**config.mk**
```make
export PLATFORM = sky130hd
export DESIGN_NAME = std_timer_compare_pwm
export DESIGN_NICKNAME = d
export VERILOG_FILES = /design/src/core/std_timer_compare_pwm.v
export VERILOG_INCLUDE_DIRS = /design/src /design/src/core
export SDC_FILE = /design/constraint.sdc
export NUM_CORES = 1
export LEC_CHECK = 0
export ABC_AREA = 1
export BUFFER_PORTS_ARGS = -buffer_cell sky130_fd_sc_hd__buf_2
export CAP_MARGIN = 10
export CORE_UTILIZATION = 62
export CTS_CLUSTER_DIAMETER = 150
export CTS_CLUSTER_SIZE = 30
export DETAILED_ROUTE_END_ITERATION = 7
export GPL_TIMING_DRIVEN = 0
export MAX_ROUTING_LAYER = met4
export PLACE_DENSITY = 0.81
export SYNTH_ARGS = -nofsm -noshare
export SYNTH_HDL_FRONTEND = slang
export SYNTH_SLANG_ARGS = --single-unit
export TNS_END_PERCENT = 5
```
**constraint.sdc**
```tcl
create_clock -name REF_CLK -period 2.3 [get_ports REF_CLK]
set_input_delay 0 -clock REF_CLK [delete_from_list [all_inputs] [get_ports REF_CLK]]
set_output_delay 0 -clock REF_CLK [all_outputs]
set_load 0.005 [all_outputs]
```
**src/core/std_timer_consts.vh**
```
// Register offsets, field positions and reset values of the compare/PWM timer
`ifndef STD_TIMER_CONSTS_VH
`define STD_TIMER_CONSTS_VH

// ***************************************
// Register offsets
// ***************************************
`define OFS_RUN_CONTROL   3'h0
`define OFS_MODE_CONTROL  3'h1
`define OFS_COUNT_LO      3'h2
`define OFS_COUNT_HI      3'h3
`define OFS_CMP_A_LO      3'h4
`define OFS_CMP_A_HI      3'h5
`define OFS_PERIOD_CMP    3'h6
`define OFS_FLAGS         3'h7

// ***************************************
// Run control fields
// ***************************************
`define BIT_PAUSE         7
`define POS_CLK_SEL       4
`define BIT_RUN           3

// ***************************************
// Mode control fields
// ***************************************
`define POS_OP_MODE       6
`define POS_PIN_ACTION    4
`define BIT_INIT_LEVEL    3
`define BIT_INVERT        2
`define BIT_SWAP          1
`define BIT_CLR_SEL       0

// ***************************************
// Flag register fields
// ***************************************
`define BIT_FLAG_A        0
`define BIT_FLAG_P        1

// ***************************************
// Codes
// ***************************************
`define MODE_COMPARE      2'h0
`define MODE_CAPTURE      2'h1
`define MODE_PWM          2'h2
`define MODE_TIMER        2'h3
`define ACT_NONE          2'h0
`define ACT_LOW           2'h1
`define ACT_HIGH          2'h2
`define ACT_TOGGLE        2'h3

// ***************************************
// Reset values
// ***************************************
`define RST_BYTE          8'h00
`define RST_WORD          16'h0000

`endif

```
**src/core/std_timer_compare_pwm.v**
```verilog
// Sixteen-bit compare-match / PWM timer with register port and one output pin
//
// Our own choices: strobed register access and the register addresses.
`timescale 1ns/1ps
`include "std_timer_consts.vh"

// Operation
// - Compare mode: init bit sets starting pin level
// - PWM mode: init bit picks active level
// - Invert bit flips pin; unused in timer mode
// - Swap bit exchanges period and duty roles
// - Clear on A match, else P/overflow
// - P compares count high byte, low byte zero
// - PWM ignores clear-select bit
// - Mode 00 compare, mode 11 timer
// - Clear-select 0 raises both match flags in compare/timer
// - Clear-select 1 never raises P flag in compare/timer
// - Pin state changes only on A match or run rise
// - Action field: none, low, high, toggle
// - Run rising edge restores initial pin level
// - Timer mode counts like compare, no pin
// - Mode 10 with action 10 is PWM
// - PWM raises A and P flags
// - PWM forced levels keep counting running
// - Swap 0: period P*256, duty A
// - Duty at/above period gives full duty
// - Swap 1: period A, duty P*256
// - Clock select picks counter tick source
// - Run rise clears count; fall holds it
module std_timer_compare_pwm
(
  input  wire       REF_CLK,
  input  wire       RSTN,
  input  wire [2:0] ADDR,
  input  wire [7:0] WDATA,
  input  wire       WR,
  input  wire       RD,
  output reg  [7:0] RDATA,
  input  wire       EXT_COUNT,
  input  wire       SUB_CLK,
  output reg        TIMER_OUT,
  output reg        TIMER_OUT_EN_N,
  output reg        MATCH_A_FLAG,
  output reg        MATCH_P_FLAG
);

  // ***************************************
  // Tick source decoding
  // ***************************************
  function tick_sel;
    input [2:0] sel;
    input [5:0] pre;
    input       sub_rise;
    input       ext_rise;
    input       ext_fall;
    begin
      case (sel)
        3'h0:    tick_sel = (pre[1:0] == 2'h3);
        3'h1:    tick_sel = 1'b1;
        3'h2:    tick_sel = (pre[3:0] == 4'hf);
        3'h3:    tick_sel = (pre == 6'h3f);
        3'h4:    tick_sel = sub_rise;
        3'h5:    tick_sel = sub_rise;
        3'h6:    tick_sel = ext_rise;
        default: tick_sel = ext_fall;
      endcase
    end
  endfunction

  // ***************************************
  // Registers
  // ***************************************
  reg  [7:0]  run_ctl_q;
  reg  [7:0]  mode_ctl_q;
  reg  [15:0] cmp_a_q;
  reg  [7:0]  period_cmp_q;
  reg         run_prev_q;
  reg  [15:0] count_q;
  reg  [15:0] count_d;
  reg  [5:0]  pre_q;
  reg         pin_state_q;
  reg         pin_state_d;
  reg         flag_a_q;
  reg         flag_p_q;
  reg  [2:0]  ext_sync_q;
  reg  [2:0]  sub_sync_q;
  reg         ext_lvl_q;
  reg         sub_lvl_q;
  reg         out_d;
  reg         out_en_n_d;
  reg         clr_a;
  reg         clr_p;
  reg         pwm_active;

  wire        run         = run_ctl_q[`BIT_RUN];
  wire        pause       = run_ctl_q[`BIT_PAUSE];
  wire [2:0]  clk_sel     = run_ctl_q[`POS_CLK_SEL+2:`POS_CLK_SEL];
  wire [1:0]  op_mode     = mode_ctl_q[`POS_OP_MODE+1:`POS_OP_MODE];
  wire [1:0]  pin_action  = mode_ctl_q[`POS_PIN_ACTION+1:`POS_PIN_ACTION];
  wire        init_level  = mode_ctl_q[`BIT_INIT_LEVEL];
  wire        invert      = mode_ctl_q[`BIT_INVERT];
  wire        swap        = mode_ctl_q[`BIT_SWAP];
  wire        clr_sel     = mode_ctl_q[`BIT_CLR_SEL];
  wire        run_rise    = run & ~run_prev_q;
  wire        wr_flags    = WR && (ADDR == `OFS_FLAGS);

  // ***************************************
  // Input synchronisers
  // ***************************************
  // Pins are asynchronous: an edge counts once stages two and three agree
  always @(posedge REF_CLK or negedge RSTN)
  begin
    if (!RSTN)
    begin
      ext_sync_q <= 3'h0;
      sub_sync_q <= 3'h0;
      ext_lvl_q  <= 1'b0;
      sub_lvl_q  <= 1'b0;
    end
    else
    begin
      ext_sync_q <= {ext_sync_q[1:0], EXT_COUNT};
      sub_sync_q <= {sub_sync_q[1:0], SUB_CLK};
      if (ext_sync_q[1] == ext_sync_q[2])
        ext_lvl_q <= ext_sync_q[2];
      if (sub_sync_q[1] == sub_sync_q[2])
        sub_lvl_q <= sub_sync_q[2];
    end
  end

  wire ext_agree = (ext_sync_q[1] == ext_sync_q[2]);
  wire sub_agree = (sub_sync_q[1] == sub_sync_q[2]);
  wire ext_rise  = ext_agree & ext_sync_q[2] & ~ext_lvl_q;
  wire ext_fall  = ext_agree & ~ext_sync_q[2] & ext_lvl_q;
  wire sub_rise  = sub_agree & sub_sync_q[2] & ~sub_lvl_q;

  // ***************************************
  // Tick and compare
  // ***************************************
  wire        tick     = tick_sel(clk_sel, pre_q, sub_rise, ext_rise, ext_fall);
  wire        counting = run & ~pause & ~run_rise & tick;
  wire [15:0] count_inc = count_q + 16'h0001;
  wire        match_a  = counting && (count_inc == cmp_a_q);
  // A zero period value matches at wrap, i.e. on overflow
  wire        match_p  = counting && (count_inc[15:8] == period_cmp_q)
                         && (count_inc[7:0] == 8'h00);

  // ***************************************
  // Mode decode
  // ***************************************
  always @*
  begin
    clr_a      = 1'b0;
    clr_p      = 1'b0;
    pwm_active = 1'b0;
    case (op_mode)
      `MODE_COMPARE, `MODE_TIMER:
      begin
        clr_a = clr_sel;
        clr_p = ~clr_sel;
      end
      `MODE_PWM:
      begin
        // Clear-select plays no part here
        clr_a = swap;
        clr_p = ~swap;
        if (!swap)
          pwm_active = (count_q < cmp_a_q);
        else
          pwm_active = (period_cmp_q == 8'h00)
                       || (count_q[15:8] < period_cmp_q);
      end
      default:
      begin
        clr_p = 1'b1;
      end
    endcase
  end

  // ***************************************
  // Counter and pin state
  // ***************************************
  always @*
  begin
    count_d     = count_q;
    pin_state_d = pin_state_q;
    if (run_rise)
    begin
      count_d     = `RST_WORD;
      pin_state_d = init_level;
    end
    else if (counting)
    begin
      if ((clr_a && match_a) || (clr_p && match_p))
        count_d = `RST_WORD;
      else
        count_d = count_inc;
    end
    if (!run_rise && match_a)
    begin
      case (pin_action)
        `ACT_LOW:    pin_state_d = 1'b0;
        `ACT_HIGH:   pin_state_d = 1'b1;
        `ACT_TOGGLE: pin_state_d = ~pin_state_q;
        default:     pin_state_d = pin_state_q;
      endcase
    end
  end

  // ***************************************
  // Pin drive
  // ***************************************
  always @*
  begin
    out_d      = 1'b0;
    out_en_n_d = 1'b0;
    case (op_mode)
      `MODE_COMPARE:
        out_d = pin_state_d ^ invert;
      `MODE_PWM:
      begin
        case (pin_action)
          `ACT_NONE: out_d = ~init_level ^ invert;
          `ACT_LOW:  out_d = init_level ^ invert;
          `ACT_HIGH:
            out_d = (pwm_active ? init_level : ~init_level) ^ invert;
          default:   out_d = ~init_level ^ invert;
        endcase
      end
      default:
        out_en_n_d = 1'b1;
    endcase
  end

  // ***************************************
  // Sequential state
  // ***************************************
  always @(posedge REF_CLK or negedge RSTN)
  begin
    if (!RSTN)
    begin
      run_ctl_q      <= `RST_BYTE;
      mode_ctl_q     <= `RST_BYTE;
      cmp_a_q        <= `RST_WORD;
      period_cmp_q   <= `RST_BYTE;
      run_prev_q     <= 1'b0;
      count_q        <= `RST_WORD;
      pre_q          <= 6'h00;
      pin_state_q    <= 1'b0;
      flag_a_q       <= 1'b0;
      flag_p_q       <= 1'b0;
      RDATA          <= `RST_BYTE;
      TIMER_OUT      <= 1'b0;
      TIMER_OUT_EN_N <= 1'b1;
      MATCH_A_FLAG   <= 1'b0;
      MATCH_P_FLAG   <= 1'b0;
    end
    else
    begin
      pre_q       <= pre_q + 6'h01;
      run_prev_q  <= run;
      count_q     <= count_d;
      pin_state_q <= pin_state_d;
      if (WR)
      begin
        case (ADDR)
          `OFS_RUN_CONTROL:  run_ctl_q    <= {WDATA[7:3], 3'h0};
          `OFS_MODE_CONTROL: mode_ctl_q   <= WDATA;
          `OFS_CMP_A_LO:     cmp_a_q[7:0] <= WDATA;
          `OFS_CMP_A_HI:     cmp_a_q[15:8] <= WDATA;
          `OFS_PERIOD_CMP:   period_cmp_q <= WDATA;
          default:           cmp_a_q      <= cmp_a_q;
        endcase
      end
      // Writing one clears a flag; a match in the same cycle wins
      // Capture mode raises the P flag only
      flag_a_q <= (match_a & (op_mode != `MODE_CAPTURE))
                  | (flag_a_q & ~(wr_flags & WDATA[`BIT_FLAG_A]));
      // Clear-select counts only in compare and timer modes
      flag_p_q <= (match_p & ~(clr_a && op_mode != `MODE_PWM))
                  | (flag_p_q & ~(wr_flags & WDATA[`BIT_FLAG_P]));
      if (RD)
      begin
        case (ADDR)
          `OFS_RUN_CONTROL:  RDATA <= run_ctl_q;
          `OFS_MODE_CONTROL: RDATA <= mode_ctl_q;
          `OFS_COUNT_LO:     RDATA <= count_q[7:0];
          `OFS_COUNT_HI:     RDATA <= count_q[15:8];
          `OFS_CMP_A_LO:     RDATA <= cmp_a_q[7:0];
          `OFS_CMP_A_HI:     RDATA <= cmp_a_q[15:8];
          `OFS_PERIOD_CMP:   RDATA <= period_cmp_q;
          default:           RDATA <= {6'h00, flag_p_q, flag_a_q};
        endcase
      end
      else
        RDATA <= `RST_BYTE;
      TIMER_OUT      <= out_d;
      TIMER_OUT_EN_N <= out_en_n_d;
      MATCH_A_FLAG   <= flag_a_q;
      MATCH_P_FLAG   <= flag_p_q;
    end
  end

endmodule

```
### Yosys cells after proc, flatten, opt, wreduce, memory -nomap -nowiden

Cells that the tools add are included.

* flip-flop bits (word level): 83
* output and inout bits: 12

* eq/ne operators: 27
* $add $sub $neg: 2
* magnitude comparators: 2
* reductions and logical operators: 25
* muxes and demuxes: 17
* bitwise logic cells: 35

Operators by type and width (count)
* 8-bit case mux with 7 select lines: 1
* 16-bit 2-to-1 mux: 3
* 3-bit equality test, second input constant: 7
* 16-bit by 1-bit adder with 16-bit output, second input constant: 1
* 1-bit bitwise AND: 16
* 16-bit equality test: 1
* 8-bit logical NOT: 2
* 16-bit < comparator: 1
* 1-bit NOT: 13
* 3-bit by 2-bit equality test with 1-bit output, second input constant: 4
* 2-bit equality test, second input constant: 5
* 2-bit AND reduction: 5
* 8-bit equality test: 1
* 1-bit logical AND: 8
* 8-bit < comparator: 1
* 8-bit 2-to-1 mux: 1
* 1-bit case mux with 2 select lines: 4
* 6-bit by 1-bit adder with 6-bit output, second input constant: 1
* 3-bit by 1-bit equality test with 1-bit output, second input constant: 2
* 6-bit equality test, second input constant: 1
* 3-bit logical NOT: 2
* 1-bit 2-to-1 mux: 6
* 1-bit case mux with 6 select lines: 1
* 2-bit OR reduction: 3
* other kinds (12): 18

### Longest topological paths before layout

Gate-level depths: netlist of the first run.

* depth in word-level cells: 12
* mapped depth: 19
* gate-level depth less buffers: 19

### Least setup slack after synthesis of the first run

No wires, ideal clock.

* path kind: flip-flop to flip-flop
* from: register count_q[1]
* to: register count_q[11]
* buffers on the path: 1
* arrival: 1.966 ns
* clock period less this slack: 2.086 ns
* stages on the path, launching flop included: 14
* path slack: 0.214 ns
* setup time: 0.121 ns
* cells stage by stage: dfrtp_1 ha_1 nand2_1 nor2_2 nand2_1 o21ai_1 nand2_2 xor2_1 nand2_1 nor3_2 nand3_2 nand3_2 buf_6 o21ai_2

* word-level cells in the longest chain between the ends: 9

RTL lines
* start: declaration: RTL line std_timer_compare_pwm.v:78 `reg [15:0] count_q;`
* start signal: assignment: RTL line std_timer_compare_pwm.v:247 `` count_q <= `RST_WORD; ``
* start signal: assignment: RTL line std_timer_compare_pwm.v:262 `count_q <= count_d;`
* 16-bit by 1-bit adder with 16-bit output (*): RTL line std_timer_compare_pwm.v:142 `wire [15:0] count_inc = count_q + 16'h0001;`
* 8-bit equality test: RTL line std_timer_compare_pwm.v:145 `wire match_p = counting && (count_inc[15:8] == period_cmp_q)`
* 1-bit logical AND: RTL line std_timer_compare_pwm.v:145
* 1-bit logical AND: RTL line std_timer_compare_pwm.v:146 `&& (count_inc[7:0] == 8'h00);`
* 1-bit logical AND: RTL line std_timer_compare_pwm.v:194 `if ((clr_a && match_a) || (clr_p && match_p))`
* 1-bit logical OR: RTL line std_timer_compare_pwm.v:194
* 16-bit 2-to-1 mux (*): RTL line std_timer_compare_pwm.v:194
* 16-bit 2-to-1 mux (*): RTL line std_timer_compare_pwm.v:192 `else if (counting)`
* 16-bit 2-to-1 mux (*): RTL line std_timer_compare_pwm.v:187 `if (run_rise)`

Mark *: on every way between the ends. The rest lies on a longest branch, timed or not. The select of a mux whose other input is x is not followed.
A chain may end at the register's enable or synchronous reset.

### Worst setup path in the final report of the first run

* from: register count_q[0]
* to: register count_q[5]

The elaborated chain is that of the path after synthesis.

==> results of run 1 <==
## power by group through the flow
stage,Clock (mW),Sequential (mW),Combinational (mW)
floorplan,0,1.82,0.667
finish,1.24,1.87,1.26
global route,1.28,1.89,1.39
global placement,0,1.88,0.923
detailed placement,0,1.89,0.979
CTS,1.22,1.85,1.15
## cell type report
cell class	instances	area, um2	area share
sequential	83	2090	0.347
multi-input combinational	476	2740	0.454
clock inverter	7	105	0.0174
inverter	94	355	0.0589
buffer	6	35.0	0.00581
timing repair buffer	56	455	0.0755
clock buffer	9	124	0.0205
tap	102	128	0.0212
## cells in the final DEF (no fill, tap or decap), types with 4 or more instances in the layout
master / instances
nand2_1: 182
inv_1: 92
dfrtp_1: 72
o21ai_0: 53
nor2_1: 42
nand3_1: 35
ha_1: 31
buf_2: 27
o22ai_1: 18
a21oi_1: 17
nand2_2: 17
buf_4: 16
o21ai_2: 14
dfrtp_2: 10
clkbuf_8: 9
xor2_1: 8
nor2_4: 8
nor2_2: 5
a2111oi_0: 5
nand4_1: 5
nor3_1: 4
o21ai_1: 4
clkbuf_1: 4
dlygate4sd3_1: 4
buf_6: 4
## stage by stage
step | utilization | power [mW]
global route | 0.773 | 4.56
floorplan | - | 2.48
finish | 0.773 | 4.37
detailed placement | 0.685 | 2.87
global placement | 0.681 | 2.80
CTS | 0.754 | 4.22
## registers in the layout (all words and copies together), names as in the netlist
register,flops
TIMER_OUT_EN_N,1
sub_sync_q,3
cmp_a_q,16
RDATA,8
MATCH_P_FLAG,1
count_q,16
pin_state_q,1
pre_q,6
period_cmp_q,8
ext_sync_q,3
run_ctl_q,5
mode_ctl_q,8
flag_a_q,1
MATCH_A_FLAG,1
sub_lvl_q,1
ext_lvl_q,1
TIMER_OUT,1
run_prev_q,1
flag_p_q,1
## cell families (layout without fill, tap and decap cells)
group	Yosys count	count (layout)	share of synthesized area
XOR/XNOR	10	10	0.0173
adder cells (fa/ha/maj)	34	34	0.0843
AO/OA/AOI/OAI	122	122	0.143
AND/OR/NAND/NOR	309	309	0.266
flip-flops	83	83	0.412
buffers and inverters	100	172	0.0758
multiplexers	1	1	0.00223
## critical path, stage by stage (launching register included)
cell,delay [ns]
dfrtp_2,0.47
buf_6,0.15
ha_4,0.23
xor2_1,0.16
nor2_1,0.11
nand2_1,0.08
nor2_2,0.12
nand3_1,0.08
nor2_1,0.13
nand2_1,0.10
nor2_4,0.17
nand4_4,0.15
nand3_4,0.16
buf_12,0.12
buf_8,0.12
o21ai_2,0.07
## what timing repair did
action / CTS / global route
hold buffers: 4 / 0
pin swaps: 13 / 20
resized for setup: 27 / 29
gates cloned: 1 / 0
buffers inserted: 15 / 7
endpoints found under the setup margin: 20 / 20
hold endpoints to repair: 87 / 0
## how the worst min path moves through the flow
stage,start,end,slack (ns),cells past startpoint
after global routing,WDATA[6],run_ctl_q[6]$_DFFE_PN0P_,0.02,3
after global placement,EXT_COUNT,ext_sync_q[0]$_DFF_PN0_,0.11,1
final,WDATA[0],period_cmp_q[0]$_DFFE_PN0P_,-0.003,3
after CTS,WDATA[1],mode_ctl_q[1]$_DFFE_PN0P_,0.01,3
after detailed placement,RSTN,pre_q[2]$_DFF_PN0_,-0.1,1
after floorplan,RSTN,MATCH_A_FLAG$_DFF_PN0_,-0.30,0
## routing by layer
metal | part of all wire | vias up | track usage
li1 | - | 2288 | -
met1 | 0.40 | 2412 | 0.527
met2 | 0.46 | 294 | 0.623
met3 | 0.089 | 66 | 0.0473
met4 | 0.046 | 0 | 0.181
met5 | 0 | - | -
==> metrics, run 1 <==
outcome=complete, but fails checks; failing checks=hold timing, setup timing; FF-to-FF Start=count_q[0]$_DFFE_PN0P_; gr ovfl total=0; I/O pin count=29; pre-CTS setup slack=-0.373 ns; switching pwr=approximately 1.6 mW; Fin. Hold Viols=1; cell count after synthesis=between 600 and 700; placed cell count=790; setup violators final=17; Post-Route WL=16400 um; switching fraction of total power=0.364; first-pass GRT wire length=24500 um; Inserted Diodes=0; Vias=~5k; final-report max-slew violation count=0; Post-synth EDFFs=0; Post-DP Area=between 5000 and 6000 um2; startpoint class of the critical path=flop; CP Capture Point=count_q[5]$_DFFE_PN0P_; core footprint=between 7000 and 8000 um2; Hold Path Class=input pin to flop; Worst Path Required=about 2.5 ns; Clock Skews=about 0.017 ns; filler instances=between 500 and 600; crit path time final=2.57 ns; Hold WS=-0.00266 ns; share of layout cells above drive strength 1=0.196; peak supply drop=around 460 uV; 1st-pass router iterations=5; max-cap violation count=0; Vias/cell=6.07; Worst-path clk slew=roughly 0.09 ns; Async SR Flop Fraction=1.00; Final period util=1.12; count of cell types in the netlist=36; P_leak=approximately 3 nW; clock root cell=clkbuf_8; RSZ-0062 raised after global routing=true; DR iter-0 viols=around 480; post-route ant nets=0; synth top area cells=dfrtp_1 (41%), nand2_1 (14%), ha_1 (8.4%); Clock Path Buffers=2; clk sinks=just over 80; largest area contributor in the netlist=dfrtp_1; Area Overhead vs Synth=19.5%; vias in the first global route=4808; clk_lat worst skew=between 0.3 and 0.4 ns; Residual DRC=0; die area=8510 um2; crit path max fanout=5; row count=32; Internal=2.78 mW; r2r endpoint=count_q[5]$_DFFE_PN0P_; reg2reg path depth=15; worst path arrival time=2.81 ns; Non-Filler Instances=roughly 830; Seq/Total Area, Yosys=0.412; top cells by count, synth=nand2_1 (190), inv_1 (94), dfrtp_1 (82); fin area=6030 um2; I/O Buffers=28; overall routing resource usage=0.400; Worst-Margin Slew=~0.66 ns; crit path kind=flop to flop; Slew headroom=0.551; cts bufs inserted=9; Setup TNS=-3.43 ns; R2R Setup Slk=-0.27 ns; gpl congestion=just under 1; Die Y=roughly 90 um; Yosys top cell area share=0.406; cell with the most instances after synthesis=nand2_1; synthesized area=between 5000 and 6000 um2; pin count of the biggest net entering global routing=65; Die Span X=slightly above 90 um; DPL Wire Length=11900 um; initial antenna violation count=0; wire per inst=roughly 20 um; CTS tree=yes; CP Capture Type=flop; fin worst setup slack=-0.270 ns; initial core utilization=0.647; main flop type after synthesis=dfrtp_1; Flop pwr share=0.428; combinational fraction of design power=0.288; flip-flop and latch count after synthesis=83; layout net count=slightly below 800; htree depth=3; CP startpoint=count_q[0]$_DFFE_PN0P_; Power Density=725 nW/um2; Clk pwr share=0.284; Syn Area/Cell=7.66 um2; FMAX=~390 MHz; Ys Warns=0; Synth Net Count=710
Note: power is estimated with default switching activity, not from simulation.
==> inputs of run 2 (changes only) <==
BUFFER_PORTS_ARGS = -buffer_cell sky130_fd_sc_hd__clkbuf_2   (was -buffer_cell sky130_fd_sc_hd__buf_2)
==> run 2 against run 1 <==
The run still ends with hold timing, setup timing left. Non-clock buffer count down 4. Sequential power hardly changed. Routed wire length is 4.0% lower. Clock skew decreased by 0.0067 ns. Critical path type unchanged. Core utilization decreased by 0.51 points. Sequential share of layout area up 0.27 points. Hold slack gained 0.0018 ns. Die area stayed put. Maximum frequency up 5.7%. Count of clock-buffer cells in the layout unchanged.
==> metrics, run 2 (same netlist as run 1, synthesis figures left out) <==
htree depth=3 (unchanged); fin area=5990 um2 (-0.66%); CTS tree=yes; Worst-path clk slew=0.10 ns (about the same); Crit path buffers/inverters=4 (+1); Die Span X=92.2 um (unchanged); Top Registers=cmp_a_q (16), count_q (16); Final period util=1.06 (-0.0601); Post-DP Area=5350 um2 (unchanged); cts bufs inserted=9 (unchanged); DPL Wire Length=11500 um (-3.6%); peak supply drop=580 uV (+26%); post-route ant nets=0 (unchanged); max-cap violation count=0 (unchanged); die area=8510 um2 (unchanged); row count=32 (unchanged); FMAX=411 MHz (+5.7%); failing checks=hold timing, setup timing; switching fraction of total power=0.375 (+0.0114); layout net count=773 (-0.51%); CP Capture Type=flop; core footprint=7810 um2 (unchanged); setup violators final=15 (-2); share of layout cells above drive strength 1=0.194 (-0.00167); Inserted Diodes=0 (unchanged); CP startpoint=count_q[0]$_DFFE_PN0P_; Clock Path Buffers=2 (unchanged); final-report max-slew violation count=0 (unchanged); slowest CP cell=dfrtp_2; Clock Skews=0.0101 ns (-0.00670 ns); Hold Path Class=input pin to flop; Seq. cell area=2090 um2 (+0.12%); gr ovfl total=0 (unchanged); I/O Buffers=28 (unchanged); most frequent CP cell=nand2_1; Layout Utilization=0.767 (-0.00513); Final Power=4.25 mW (-2.8%); clock root cell=clkbuf_8; pin count of the biggest net entering global routing=60 (-7.7%); initial antenna violation count=0 (unchanged); Slew headroom=0.573 (+0.0224); Area Overhead vs Synth=18.7%; CP Capture Point=TIMER_OUT$_DFF_PN0_; gpl congestion=0.975 (-1.3%); most frequent cells in the layout=nand2_1 (181), inv_1 (91), dfrtp_1 (70); outcome=complete, but fails checks; DR iter-0 viols=493 (+3.6%); Hold Path Depth=3 (unchanged); P_leak=2.98 nW (-0.22%); Worst Path Required=2.57 ns (+0.03 ns); filler instances=579 (+9.2%); RSZ-0062 raised after global routing=true; Hold WS=-0.000863 ns (+0.00180 ns); Setup TNS=-1.22 ns (+2.21 ns); CP delay by family, top=simple AND/OR/NAND/NOR gates; crit path max fanout=3 (-2); Internal=2.66 mW (-4.5%); r2r endpoint=TIMER_OUT$_DFF_PN0_; placed cell count=790 (unchanged); Crit. path cell count=19 (+4); Vias/cell=6.01 (-0.99%); initial core utilization=0.647 (unchanged); area of the multi-input gates=2780 um2 (+1.4%); R2R Setup Slk=-0.13 ns (+0.14 ns); crit path kind=flop to flop; I/O pin count=29 (unchanged); reg2reg path depth=19 (+4); Flop pwr share=0.442 (+0.014); fin worst setup slack=-0.132 ns (+0.138 ns); Fin. Hold Viols=1 (unchanged); Post-Route WL=15700 um (-4.0%); wire per inst=19.0 um (-3.6%); Die Y=92.2 um (unchanged); Worst-Margin Slew=0.624 ns (-0.0327 ns); clk_lat worst skew=0.37 ns (about the same); Residual DRC=0 (unchanged); Non-Filler Instances=829 (-0.48%); Vias=4986 (-1.5%); pre-CTS setup slack=-0.369 ns (+0.00369 ns); startpoint class of the critical path=flop; crit path time final=2.43 ns (-0.138 ns); first-pass GRT wire length=25100 um (+2.2%); 1st-pass router iterations=6 (+1); overall routing resource usage=0.407 (+0.00707); crit-path cells=ha_4, nand2_4, inv_2, nor2_4, inv_2, nand2_1, nand2_1, nor2_2, nand3_1, nor2_1, nand2_1, nor2_4, buf_6, buf_6, nand3_4, nand3_4, nand3_2, nand2_1, nor2_1; Power Density=710 nW/um2 (-2.1%); Clk pwr share=0.272 (-0.012); clk sinks=83 (unchanged); worst path arrival time=2.70 ns (-0.11 ns); commonest non-fill, non-tap cell in the layout=nand2_1; switching pwr=1.60 mW (+0.29%); vias in the first global route=4892 (+1.7%); FF-to-FF Start=count_q[0]$_DFFE_PN0P_; combinational fraction of design power=0.286 (-0.002); CP peak stage delay=0.46 ns (about the same)
## run 2: cell count changes in the layout (fill, tap and decap cells not counted), moves of 3 or more
cell	before	now
nand2_2	17	14
buf_12	3	0
clkbuf_2	1	27
o21ai_2	14	11
buf_2	27	0
o21ai_0	53	56
nand2_4	1	5
## run 2: routing by layer
layer,share of wire,track usage,up-vias,wire [um]
met5,0,-,-,0
met4,0.036,0.172,0,573
met3,0.095,0.0647,47,1490
met2,0.46,0.623,292,7300
met1,0.41,0.540,2355,6380
li1,-,-,2292,-
## run 2: final cells by class
type | count | share of cell area
well taps | 102 | 0.0213
plain buffers | 6 | 0.00564
flip-flops and latches | 83 | 0.349
multi-input cells | 476 | 0.464
clock buffers | 9 | 0.0207
clock inverters | 7 | 0.0159
inverters | 94 | 0.0589
repair buffers | 52 | 0.0647
## run 2: how the worst min path moves through the flow
stage,startpoint,end,slack [ns]
after floorplan,RSTN,MATCH_A_FLAG$_DFF_PN0_,-0.30
after global routing,WDATA[7],run_ctl_q[7]$_DFFE_PN0P_,0.01
after detailed placement,RSTN,pre_q[5]$_DFF_PN0_,-0.03
after global placement,EXT_COUNT,ext_sync_q[0]$_DFF_PN0_,0.11
after CTS,WDATA[2],cmp_a_q[2]$_DFFE_PN0P_,0.008
final,WDATA[2],cmp_a_q[2]$_DFFE_PN0P_,-0.0009
## run 2: timing repair
| item | 4_1_cts | 5_1_grt |
|---|---|---|
| setup buffers | 15 | 3 |
| hold buffers | 4 | 0 |
| setup endpoints to repair | 19 | 20 |
| gates resized for setup | 44 | 16 |
| pin swaps | 25 | 14 |
| gates cloned | 1 | 0 |
| endpoints found under the hold margin | 88 | 0 |
## run 2: power by group through the flow
stage / clock [mW] / sequential, mW / combinational (mW)
floorplan: 0 / 1.82 / 0.667
global placement: 0 / 1.88 / 0.923
detailed placement: 0 / 1.89 / 0.963
CTS: 1.15 / 1.86 / 1.16
global route: 1.21 / 1.89 / 1.36
finish: 1.16 / 1.88 / 1.22
## run 2: tightest hold or removal path, stage by stage
cell and delay (ns):
clkbuf_2 0.08, inv_1 0.09, o21ai_0 0.16
==> inputs of run 3 (changes only) <==
PLACE_DENSITY = 0.8   (was 0.81)
==> run 3 against run 2 <==
The flow finishes with violations (setup timing). Highest routed layer unchanged. Power is 4.5% lower. First-iteration DRC count is 34% lower. Critical path depth is 4 lower. Global-route usage is 1.9 points lower. Non-clock buffer count is 1 lower. Largest power group unchanged. Flip-flop and latch count stayed put. Count of clock-buffer cells in the layout stayed put. Sequential power hardly changed. Largest cell class unchanged. Setup slack worse by 0.0075 ns. Die area stayed put. Critical endpoint is now count_q[9]$_DFFE_PN0P_.
==> metrics, run 3 (same netlist as run 1, synthesis figures left out) <==
outcome=complete, but fails checks; failing checks=setup timing; Clock Path Buffers=2 (unchanged); Hold Path Class=input pin to flop; clk sinks=83 (unchanged); CTS tree=yes; core footprint=7810 um2 (unchanged); Worst-path clk slew=0.10 ns (about the same); htree depth=3 (unchanged); first-pass GRT wire length=24000 um (-4.4%); Vias=4868 (-2.4%); P_leak=2.94 nW (-1.6%); fin area=5910 um2 (-1.4%); most frequent cells in the layout=nand2_1 (178), inv_1 (93), dfrtp_1 (71); Die Y=92.2 um (unchanged); gr ovfl total=0 (unchanged); R2R Setup Slk=-0.14 ns (about the same); Area Overhead vs Synth=17.0%; pre-CTS setup slack=-0.386 ns (-0.0171 ns); Die Span X=92.2 um (unchanged); row count=32 (unchanged); initial core utilization=0.647 (unchanged); Power Density=688 nW/um2 (-3.1%); cts bufs inserted=9 (unchanged); Post-Route WL=15200 um (-3.6%); fin worst setup slack=-0.139 ns (-0.00749 ns); Inserted Diodes=0 (unchanged); Final period util=1.06 (+0.00326); share of layout cells above drive strength 1=0.193 (-0.00111); peak supply drop=482 uV (-17%); 1st-pass router iterations=5 (-1); final-report max-slew violation count=0 (unchanged); Slew headroom=0.530 (-0.0426); Residual DRC=0 (unchanged); crit path kind=flop to flop; commonest non-fill, non-tap cell in the layout=nand2_1; clk_lat worst skew=0.37 ns (about the same); DPL Wire Length=11500 um (about the same); Vias/cell=5.88 (-2.2%); Post-DP Area=5350 um2 (unchanged); gpl congestion=0.998 (+2.4%); post-route ant nets=0 (unchanged); FMAX=410 MHz (-0.31%); die area=8510 um2 (unchanged); initial antenna violation count=0 (unchanged); pin count of the biggest net entering global routing=65 (+8.3%); I/O Buffers=28 (unchanged); Fin. Hold Viols=0 (-1); crit path max fanout=5 (+2); layout net count=772 (-0.13%); Top Registers=cmp_a_q (16), count_q (16); setup violators final=15 (unchanged); CP Capture Type=flop; DR iter-0 viols=325 (-34%); crit path time final=2.44 ns (+0.00750 ns); startpoint class of the critical path=flop; RSZ-0062 raised after global routing=true; max-cap violation count=0 (unchanged); Clock Skews=0.0122 ns (+0.00208 ns); Hold WS=0.0217 ns (+0.0225 ns); Worst Path Required=2.56 ns (about the same); clock root cell=clkbuf_8; worst path arrival time=2.70 ns (about the same); vias in the first global route=4699 (-3.9%); wire per inst=18.3 um (-3.4%); Worst-Margin Slew=0.687 ns (+0.0624 ns); I/O pin count=29 (unchanged); overall routing resource usage=0.388 (-0.0186)
[run 3: worst max-delay path, stage by stage (launching register included)]
cell and delay (ns):
dfrtp_2 0.44, ha_4 0.17, nand2_2 0.08, inv_1 0.13, nand2_2 0.09, nor2_4 0.13
nand2_1 0.10, nand2_2 0.10, nand3_1 0.09, nor2_2 0.15, nand2_1 0.08, a21oi_2 0.16
nand3_2 0.17, nand3_4 0.12, bufbuf_16 0.27, o21ai_2 0.05
[run 3: worst paths after layout]
path,from,to,cells past startpoint
setup / recovery,count_q[0]$_DFFE_PN0P_,count_q[9]$_DFFE_PN0P_,15
hold / removal,WDATA[1],mode_ctl_q[1]$_DFFE_PN0P_,3
setup reg to reg,count_q[0]$_DFFE_PN0P_,count_q[9]$_DFFE_PN0P_,15
hold reg to reg,sub_sync_q[0]$_DFF_PN0_,sub_sync_q[1]$_DFF_PN0_,0
max in group asynchronous,RSTN,TIMER_OUT_EN_N$_DFF_PN1_,3
min in group asynchronous,RSTN,pre_q[1]$_DFF_PN0_,2
[run 3: what timing repair did]
item | in CTS | in global routing
pin swaps | 13 | 8
endpoints found under the hold margin | 85 | 0
setup endpoints to repair | 18 | 19
buffers inserted | 16 | 1
resized for setup | 31 | 19
hold buffers | 4 | 0
cloned | 1 | 0
[run 3: area by class of cell]
class | instances | area, um2
multi-input cells | 476 | 2730
well taps | 102 | 128
clock inverters | 7 | 62.6
clock buffers | 9 | 124
plain buffers | 6 | 38.8
fillers | 602 | 1900
inverters | 94 | 353
repair buffers | 51 | 374
flip-flops and latches | 83 | 2090
[run 3: layer usage]
layer  global-route usage  share of wire  wire length [um]  vias up
met2                0.640           0.48              7290      219
met1                0.504           0.41              6250     2331
met4                0.125          0.027               412        0
li1                     -              -                 -     2286
met5                    -              0                 0        -
met3               0.0431          0.081              1220       32
[run 3: report_power, final]
| group | internal, mW | total (mW) | switching, mW | leakage, nW |
|---|---|---|---|---|
| logic | 0.452 | 1.17 | 0.719 | 1.80 |
| clock network | 0.421 | 1.03 | 0.606 | 0.0988 |
| registers | 1.66 | 1.86 | 0.204 | 1.04 |
[run 3: stage by stage]
| step | utilization | TNS (ns) | total power [mW] | instances |
|---|---|---|---|---|
| finish | 0.756 | -1.51 | 4.06 | 828 |
| global route | 0.756 | -3.20 | 4.27 | 828 |
| CTS | 0.747 | -0.614 | 4.01 | 827 |
| detailed placement | 0.685 | -5.24 | 2.86 | 790 |
| global placement | 0.681 | -4.79 | 2.80 | 789 |
| floorplan | - | 0 | 2.48 | 659 |
